**config.mk**
```make
export PLATFORM = sky130hd
export DESIGN_NAME = bstap_top
export DESIGN_NICKNAME = d
export VERILOG_FILES = /design/src/design/bstap_pkg.sv /design/src/design/bstap_top.sv
export SDC_FILE = /design/constraint.sdc
export NUM_CORES = 1
export LEC_CHECK = 0
export BUFFER_PORTS_ARGS = -buffer_cell sky130_fd_sc_hd__buf_2
export CAP_MARGIN = 0
export CORE_MARGIN = 3
export CORE_UTILIZATION = 63
export CTS_BUF_LIST = sky130_fd_sc_hd__clkbuf_2 sky130_fd_sc_hd__clkbuf_4 sky130_fd_sc_hd__clkbuf_8
export CTS_CLUSTER_DIAMETER = 100
export CTS_CLUSTER_SIZE = 8
export DETAILED_ROUTE_END_ITERATION = 8
export PLACE_DENSITY = 0.88
export SLEW_MARGIN = 20
export SYNTH_ARGS = -nofsm -noshare
export SYNTH_HDL_FRONTEND = slang
export SYNTH_SLANG_ARGS = --single-unit
export TNS_END_PERCENT = 5
```
**constraint.sdc**
```tcl
create_clock -name CLOCK_I -period 5.25 [get_ports CLOCK_I]
set_input_delay 0.7875 -clock CLOCK_I [delete_from_list [all_inputs] [get_ports CLOCK_I]]
set_output_delay 0.7875 -clock CLOCK_I [all_outputs]
set_load 0.1 [all_outputs]
```
**src/design/bstap_pkg.sv**
```systemverilog
// package for the boundary-scan tap controller block
package bstap_pkg;
    localparam int IR_W   = 8;
    localparam int BCC_W  = 38;
    localparam int CTL_W  = 11;
    localparam logic [IR_W-1:0]  IR_RESET    = 8'hff;
    localparam logic [IR_W-1:0]  IR_CAPTURE  = 8'h81;
    localparam logic [BCC_W-1:0] BCC_RESET   = 38'h30_0000_0000;
    localparam logic [CTL_W-1:0] CTL_RESET   = 11'h002;
    localparam logic             BYP_CAPTURE = 1'b0;
    // opcodes, low seven bits; bit 7 is even parity
    localparam logic [6:0] OP_EXTEST  = 7'h00;
    localparam logic [6:0] OP_SAMPLE  = 7'h02;
    localparam logic [6:0] OP_INTEST  = 7'h03;
    localparam logic [6:0] OP_HIGHZ   = 7'h06;
    localparam logic [6:0] OP_CLAMP   = 7'h07;
    localparam logic [6:0] OP_RUNT    = 7'h09;
    localparam logic [6:0] OP_READBN  = 7'h0a;
    localparam logic [6:0] OP_READBT  = 7'h0b;
    localparam logic [6:0] OP_CELLTST = 7'h0c;
    localparam logic [6:0] OP_TOPHIP  = 7'h0d;
    localparam logic [6:0] OP_SCANCN  = 7'h0e;

    typedef enum logic [3:0] {
        ST_RESET, ST_IDLE, ST_SEL_DR, ST_CAP_DR, ST_SHIFT_DR, ST_EXIT1_DR,
        ST_PAUSE_DR, ST_EXIT2_DR, ST_UPD_DR, ST_SEL_IR, ST_CAP_IR,
        ST_SHIFT_IR, ST_EXIT1_IR, ST_PAUSE_IR, ST_EXIT2_IR, ST_UPD_IR
    } bstap_state_t;

    typedef enum logic [1:0] {
        SEL_BYPASS, SEL_CELLS, SEL_CONTROL
    } bstap_sel_t;

    // decoded instruction
    typedef struct packed {
        bstap_sel_t sel;
        logic       test_mode;
        logic       run_enable;
        logic       update_cells;
    } bstap_dec_t;

    // pin samples through two flops
    typedef struct packed {
        logic [1:0] tck;
        logic [1:0] tms;
        logic [1:0] tdi;
        logic       tck_last;
    } bstap_sync_t;

    typedef struct packed {
        bstap_sync_t        sync;
        bstap_state_t       state;
        logic [IR_W-1:0]    ir_shift;
        logic [IR_W-1:0]    ir_latch;
        logic [BCC_W-1:0]   cell_shift;
        logic [BCC_W-1:0]   cell_latch;
        logic [CTL_W-1:0]   ctl_shift;
        logic [CTL_W-1:0]   ctl_latch;
        logic               byp_shift;
        logic               tdo;
        logic               tdo_en;
    } bstap_regs_t;
endpackage

```
**src/design/bstap_top.sv**
```systemverilog
// tap controller, instruction chain and data chains of the scan device
`timescale 1ns/1ps
// Notes on behaviour
// power-up enters test-logic-reset; test logic off, normal function runs
// tms held high reaches test-logic-reset within five tck cycles
// reset loads instruction chain with 11111111, the bypass instruction
// reset clears boundary cell chain except bits 37-36 set to one
// reset loads boundary control chain with 00000000010
// master passes run-test/idle before any test operation
// control-chain test operation runs only while in run-test/idle
// select states do nothing and leave on the next tck cycle
// capture-data loads the selected chain on the exiting rising edge
// shift entry drives chain lsb on tdo from the first falling edge
// shift on each rising edge after entry, including the exiting edge
// first falling edge in exit1 puts tdo back to high impedance
// exit2 back to shift resumes without recapture
// pause states hold chain contents for any time
// data latches update on falling edge after update-data entry
// capture-instruction loads fixed 10000001 on the exiting edge
// instruction latches update on falling edge after update-instruction
// eight-bit instruction picks mode, operation, chain and capture source
// instruction bit 7 is even parity over the opcode
// unimplemented opcodes decode as bypass
// chains have shift stage plus latch; bypass has shift stage only
// state moves on the tms level sampled at each rising tck edge
// bypass chain captures zero in capture-data
// sixteen-state graph follows the standard diagram exactly
module bstap_top
    import bstap_pkg::*;
(
    input  wire logic             CLOCK_I,     // system clock, 100 MHz
    input  wire logic             ARST_N_I,    // async reset, active low
    input  wire logic             TCK_I,       // test clock pin
    input  wire logic             TMS_I,       // test mode select pin
    input  wire logic             TDI_I,       // test data in pin
    input  wire logic [BCC_W-1:0] CELL_CAPTURE_I, // pin samples for cells
    output logic                  TDO_O,       // test data out
    output logic                  TDO_OE_O,    // tdo driven when high
    output logic                  TEST_MODE_O, // normal function inhibited
    output logic                  RUN_TEST_O,  // control-chain op running
    output logic [BCC_W-1:0]      CELL_LATCH_O, // boundary cell latches
    output logic [CTL_W-1:0]      CONTROL_O,   // boundary control latches
    output logic [IR_W-1:0]       INSTR_O      // active instruction
);
    bstap_regs_t      r_r;
    bstap_regs_t      r_nxt;
    bstap_dec_t       dec;
    bstap_state_t     nst;
    logic             rise;
    logic             fall;
    logic             tms;
    logic             tdi;
    logic             par_ok;
    logic             dr_lsb;
    logic [BCC_W-1:0] cell_step;
    logic [CTL_W-1:0] ctl_step;
    logic [IR_W-1:0]  ir_step;

    // decode the active instruction; odd parity or unknown code is bypass
    always_comb begin
        dec.sel          = SEL_BYPASS;
        dec.test_mode    = 1'b0;
        dec.run_enable   = 1'b0;
        dec.update_cells = 1'b0;
        if (par_ok) begin
            unique case (r_r.ir_latch[6:0])
                // boundary scan in test mode, latches follow the scan
                OP_EXTEST, OP_INTEST: begin
                    dec.sel          = SEL_CELLS;
                    dec.test_mode    = 1'b1;
                    dec.update_cells = 1'b1;
                end
                // boundary read in test mode, latches left alone
                OP_READBT: begin
                    dec.sel       = SEL_CELLS;
                    dec.test_mode = 1'b1;
                end
                // sample and self test run in normal mode
                OP_SAMPLE, OP_CELLTST: begin
                    dec.sel          = SEL_CELLS;
                    dec.update_cells = 1'b1;
                end
                // boundary read in normal mode
                OP_READBN: begin
                    dec.sel = SEL_CELLS;
                end
                // output control codes keep the bypass chain
                OP_HIGHZ, OP_CLAMP, OP_TOPHIP: begin
                    dec.test_mode = 1'b1;
                end
                // control-chain operation, runs in run-test/idle
                OP_RUNT: begin
                    dec.test_mode  = 1'b1;
                    dec.run_enable = 1'b1;
                end
                // control chain between tdi and tdo
                OP_SCANCN: begin
                    dec.sel = SEL_CONTROL;
                end
                // anything else scans through bypass
                default: begin
                    dec.sel = SEL_BYPASS;
                end
            endcase
        end
    end

    // next state from tms, standard sixteen-state graph
    always_comb begin
        unique case (r_r.state)
            ST_RESET: begin
                nst = tms ? ST_RESET : ST_IDLE;
            end
            ST_IDLE: begin
                nst = tms ? ST_SEL_DR : ST_IDLE;
            end
            ST_SEL_DR: begin
                nst = tms ? ST_SEL_IR : ST_CAP_DR;
            end
            ST_CAP_DR: begin
                nst = tms ? ST_EXIT1_DR : ST_SHIFT_DR;
            end
            ST_SHIFT_DR: begin
                nst = tms ? ST_EXIT1_DR : ST_SHIFT_DR;
            end
            ST_EXIT1_DR: begin
                nst = tms ? ST_UPD_DR : ST_PAUSE_DR;
            end
            ST_PAUSE_DR: begin
                nst = tms ? ST_EXIT2_DR : ST_PAUSE_DR;
            end
            ST_EXIT2_DR: begin
                nst = tms ? ST_UPD_DR : ST_SHIFT_DR;
            end
            ST_UPD_DR: begin
                nst = tms ? ST_SEL_DR : ST_IDLE;
            end
            ST_SEL_IR: begin
                nst = tms ? ST_RESET : ST_CAP_IR;
            end
            ST_CAP_IR: begin
                nst = tms ? ST_EXIT1_IR : ST_SHIFT_IR;
            end
            ST_SHIFT_IR: begin
                nst = tms ? ST_EXIT1_IR : ST_SHIFT_IR;
            end
            ST_EXIT1_IR: begin
                nst = tms ? ST_UPD_IR : ST_PAUSE_IR;
            end
            ST_PAUSE_IR: begin
                nst = tms ? ST_EXIT2_IR : ST_PAUSE_IR;
            end
            ST_EXIT2_IR: begin
                nst = tms ? ST_UPD_IR : ST_SHIFT_IR;
            end
            ST_UPD_IR: begin
                nst = tms ? ST_SEL_DR : ST_IDLE;
            end
        endcase
    end

    // edge detection on the synchronised tck, parity of the instruction
    assign rise   = r_r.sync.tck[1] & ~r_r.sync.tck_last;
    assign fall   = ~r_r.sync.tck[1] & r_r.sync.tck_last;
    assign tms    = r_r.sync.tms[1];
    assign tdi    = r_r.sync.tdi[1];
    assign par_ok = ~^r_r.ir_latch;

    // chain images one shift on, tdi entering at the top
    always_comb begin
        cell_step = {tdi, r_r.cell_shift[BCC_W-1:1]};
        ctl_step  = {tdi, r_r.ctl_shift[CTL_W-1:1]};
        ir_step   = {tdi, r_r.ir_shift[IR_W-1:1]};
    end

    // lsb of the selected data chain, shown on tdo while shifting
    always_comb begin
        unique case (dec.sel)
            SEL_CELLS:   dr_lsb = r_r.cell_shift[0];
            SEL_CONTROL: dr_lsb = r_r.ctl_shift[0];
            default:     dr_lsb = r_r.byp_shift;
        endcase
    end

    // next value of all state
    always_comb begin
        r_nxt = r_r;
        // two-flop samplers on the scan pins, last tck for edges
        r_nxt.sync.tck      = {r_r.sync.tck[0], TCK_I};
        r_nxt.sync.tms      = {r_r.sync.tms[0], TMS_I};
        r_nxt.sync.tdi      = {r_r.sync.tdi[0], TDI_I};
        r_nxt.sync.tck_last = r_r.sync.tck[1];
        // rising tck: state step, capture and shift
        if (rise) begin
            r_nxt.state = nst;
            unique case (r_r.state)
                // parallel load of the selected data chain
                ST_CAP_DR: begin
                    unique case (dec.sel)
                        SEL_CELLS: begin
                            r_nxt.cell_shift = CELL_CAPTURE_I;
                        end
                        SEL_CONTROL: begin
                            r_nxt.ctl_shift = r_r.ctl_latch;
                        end
                        default: begin
                            r_nxt.byp_shift = BYP_CAPTURE;
                        end
                    endcase
                end
                // one bit through the selected data chain
                ST_SHIFT_DR: begin
                    unique case (dec.sel)
                        SEL_CELLS: begin
                            r_nxt.cell_shift = cell_step;
                        end
                        SEL_CONTROL: begin
                            r_nxt.ctl_shift = ctl_step;
                        end
                        default: begin
                            r_nxt.byp_shift = tdi;
                        end
                    endcase
                end
                // fixed status value into the instruction stage
                ST_CAP_IR: begin
                    r_nxt.ir_shift = IR_CAPTURE;
                end
                // one bit through the instruction stage
                ST_SHIFT_IR: begin
                    r_nxt.ir_shift = ir_step;
                end
                // select, exit, pause and update leave the chains alone
                default: ;
            endcase
        end
        // falling tck: reset values, tdo and latch updates
        if (fall) begin
            unique case (r_r.state)
                // test logic back to its power-up values
                ST_RESET: begin
                    r_nxt.ir_shift   = IR_RESET;
                    r_nxt.ir_latch   = IR_RESET;
                    r_nxt.cell_shift = BCC_RESET;
                    r_nxt.cell_latch = BCC_RESET;
                    r_nxt.ctl_shift  = CTL_RESET;
                    r_nxt.ctl_latch  = CTL_RESET;
                    r_nxt.tdo_en     = 1'b0;
                end
                // selected data chain lsb onto tdo
                ST_SHIFT_DR: begin
                    r_nxt.tdo_en = 1'b1;
                    r_nxt.tdo    = dr_lsb;
                end
                // instruction stage lsb onto tdo
                ST_SHIFT_IR: begin
                    r_nxt.tdo_en = 1'b1;
                    r_nxt.tdo    = r_r.ir_shift[0];
                end
                // data latches take the shifted value where the code asks
                ST_UPD_DR: begin
                    r_nxt.tdo_en = 1'b0;
                    if (dec.sel == SEL_CELLS && dec.update_cells) begin
                        r_nxt.cell_latch = r_r.cell_shift;
                    end
                    if (dec.sel == SEL_CONTROL) begin
                        r_nxt.ctl_latch = r_r.ctl_shift;
                    end
                end
                // new instruction becomes active
                ST_UPD_IR: begin
                    r_nxt.tdo_en   = 1'b0;
                    r_nxt.ir_latch = r_r.ir_shift;
                end
                // every other state leaves tdo undriven
                default: begin
                    r_nxt.tdo_en = 1'b0;
                end
            endcase
        end
    end

    // register all state; power-up is test-logic-reset
    always_ff @(posedge CLOCK_I or negedge ARST_N_I) begin
        if (!ARST_N_I) begin
            r_r <= '{sync: '{tck: 2'h0, tms: 2'h3, tdi: 2'h3,
                             tck_last: 1'b0},
                     state:      ST_RESET,
                     ir_shift:   IR_RESET,
                     ir_latch:   IR_RESET,
                     cell_shift: BCC_RESET,
                     cell_latch: BCC_RESET,
                     ctl_shift:  CTL_RESET,
                     ctl_latch:  CTL_RESET,
                     byp_shift:  1'b0,
                     tdo:        1'b0,
                     tdo_en:     1'b0};
        end else begin
            r_r <= r_nxt;
        end
    end

    // serial output and its enable
    assign TDO_O        = r_r.tdo;
    assign TDO_OE_O     = r_r.tdo_en;
    // mode flags; test mode never shows in test-logic-reset
    assign TEST_MODE_O  = dec.test_mode & (r_r.state != ST_RESET);
    assign RUN_TEST_O   = dec.run_enable & (r_r.state == ST_IDLE);
    // latched chain values
    assign CELL_LATCH_O = r_r.cell_latch;
    assign CONTROL_O    = r_r.ctl_latch;
    assign INSTR_O      = r_r.ir_latch;
endmodule

```
==> run metrics <==
die area 0.0113 mm2; DRT antenna net count 0; Max Clock Skew 8.25 ps; GR Util All Layers 0.266; DR pass1 iterations 5; average vias per placed instance 6.35; final setup TNS 0 ps; Final WS setup 1400 ps; antenna cells 0; Worst Tran Pin Value 912 ps; status finished, final reports clean; VDD IR max 349 uV; Comb pwr share 0.349; CTS tree done; P_leak 0.00323 uW; RSZ-0062 raised after global routing no; pwr dens 473 mW/mm2; total power draw 3270 uW; Post-Layout Inst Area 0.00691 mm2; worst path cell trace inv_1, ha_1, xor3_2, xnor2_1, or3_1, ha_1, nand3b_1, buf_4, o21bai_2, buf_4, a2bb2oi_1, nor2_1; IO Pins 104; Post-Route WL 14900 um; Post-Syn Area 0.00635 mm2; top cells by area, synth dfrtp_1 40%, dfstp_2 11%, buf_4 6.7%; Placed Instance Area 0.00650 mm2; WL/cell 19.2 um; register area 0.00324 mm2; Post-Syn Area per Cell 10.5 um2; vias in the first global route 4873; max-cap violation count 0; Max stage delay on crit path 580 ps; Max Fanout on Critical Path 39; starting density of the core 0.649; cts bufs inserted 17; Hold Fails Final Rpt 0; Post-DP HPWL 9580 um; worst slack, placed 1470 ps; CP Buf/Inv Count 3; DRC 0; Critical Path End Type flip-flop; number of fill cells 706; Sw Pwr 1400 uW; Tcrit/Tclk final 0.732; Arrival @ worst endpoint 4210 ps; antenna violations before repair 0; Resized cells post-CTS 0; top_reg_cell synth dfrtp_1; Synth Warn # 0; grt ovf 0; GRT met3 Usage 0.0656; Setup crit start kind flip-flop; Max Slew Vio Count 0; Post-synth EDFFs 0; Clk pwr share 0.249; IO buf count 103; Skew-Pair Late Insertion Delay 430 ps; first-pass GRT wire length 24100 um; Max H-tree Level 4; Internal 1860 uW; Final #Nets 682; # rows 36; kind of critical path flip-flop to flip-flop; Area Overhead vs Synth 8.91%; fmax 260 MHz; Hold Path Class flip-flop to flip-flop; chip width 106 um; final setup fails 0; layer with the highest usage met2; Max clock buf depth 2; met1 Use GR 0.357; die height 106 um; Gate Count Post-Synth 603; Multi-input gate area 0.00246 mm2; 1st-iter DRT viols 484; area leader, netlist dfrtp_1; CP max-delay cell dfstp_2; delay-heaviest family, CP buffers and inverters; Flop pwr share 0.402; Vias 4918; Syn Nets 657; Hold Buf Count CTS 0; met2 Use GR 0.423; layout cells sized above 1 0.282; FFs w/ async S/R, synth 1.00; Sw Ratio 0.429; Slew HR 0.389; min Tclk post-route 3850 ps; Placer Congestion 0.811; share of the yosys chip area belonging to registers 0.510; Clock transition at path regs 80 ps; synth unique cells 48; Clock Sinks 128; Core Area 0.00977 mm2; number of synthesized register bits 128; post-synth top area share 0.402; Setup Buffers After CTS 0; CTS Root Cell clkbuf_8; worst path required time 5610 ps; largest net degree at the start of global routing 91
==> power by group through the flow <==
stage               logic, uW  clock network, uW  registers, uW
CTS                      1130                823           1300
global route             1210                873           1330
finish                   1140                814           1310
global placement         1080                  0           1310
detailed placement       1110                  0           1320
floorplan                 946                  0           1280
==> Yosys cell counts, drive strengths merged, types with 5 or more instances <==
library cell,instances
o211ai,5
clkbuf,40
buf,68
dfstp,26
o22a,9
a21oi,11
ha,11
nor2,51
a32o,36
a2bb2oi,47
inv,12
nand3,13
nand2,48
dfrtp,102
o21ai,22
a22oi,49
==> worst reg2reg max path, delay by kind of cell (launching register included) <==
family	cells	cell delay, ps
adder cells (fa/ha/maj)	2	550
flip-flops	1	580
AND/OR/NAND/NOR	3	660
XOR/XNOR	2	690
buffers and inverters	3	840
AO/OA/AOI/OAI	2	460
==> cells by family after synthesis <==
group	share of synthesized area
AOI/OAI and AO/OA	0.247
and+or+nand+nor	0.103
DFF	0.510
buffers and inverters	0.109
adders and majority gates	0.0217
xor gates and xnor gates	0.00946
==> per-layer routing <==
metal  part of all wire  routed length, um
met2               0.49               7320
met5                  0                  0
met3              0.070               1040
met4              0.018                265
met1               0.42               6220
==> stage by stage <==
stage	util	hold slack, ps	std cells
after floorplan	-	331	603
after global placement	0.665	336	741
after detailed placement	0.665	347	741
after CTS	0.704	362	773
after global routing	0.707	366	774
final	0.707	360	774
==> final cells by class <==
cell class / instances / share of cell area
Clock buffer: 18 / 0.0358
Clock inverter: 14 / 0.0194
Inverter: 12 / 0.00652
Multi-Input combinational cell: 355 / 0.356
Sequential cell: 128 / 0.468
Tap cell: 133 / 0.0241
Timing Repair Buffer: 114 / 0.0903
==> sequential cells by signal, indices dropped and copies added, names as in the netlist <==
signal	cells
r_nxt	4
CELL_LATCH_O	38
cell_step	38
TDO_O	1
r_r	10
INSTR_O	8
ctl_step	10
CONTROL_O	11
TDO_OE_O	1
ir_step	7
==> final timing paths <==
kind,from,to,slack (ps),depth (start not counted)
max,INSTR_O[3],cell_step[2],1400,12
min reg2reg,r_nxt[123],cell_step[37],360,0
min in group asynchronous,ARST_N_I,cell_step[18],420,1
min,r_nxt[123],cell_step[37],360,0
max reg2reg,INSTR_O[3],cell_step[2],1400,12
max in group asynchronous,ARST_N_I,r_r[125],3820,2
==> cells in the final DEF (no fill, tap or decap), types with 2 or more instances in the layout <==
master        n
nor4_1        4
a211o_1       2
ha_1         11
a21o_1        2
or3_1         2
nand3b_1      4
inv_6         2
a31oi_1       2
nor2_1       50
inv_1        12
clkinv_2      2
nand2_1      48
nor2b_1       4
nand2b_1      4
clkinvlp_4    4
xnor2_1       2
buf_2       102
and3_1        2
a2bb2oi_1    47
dfrtp_1     102
a32o_1       36
a21oi_1      11
clkbuf_8     18
nand3_1      13
dfstp_2      26
o22a_1        9
a22oi_1      49
clkinv_4      4
buf_4        10
o21ai_0      22
xor2_1        2
o211ai_1      5
nor3_1        2
o22ai_1       4
Note: power is estimated with default switching activity, not from simulation.
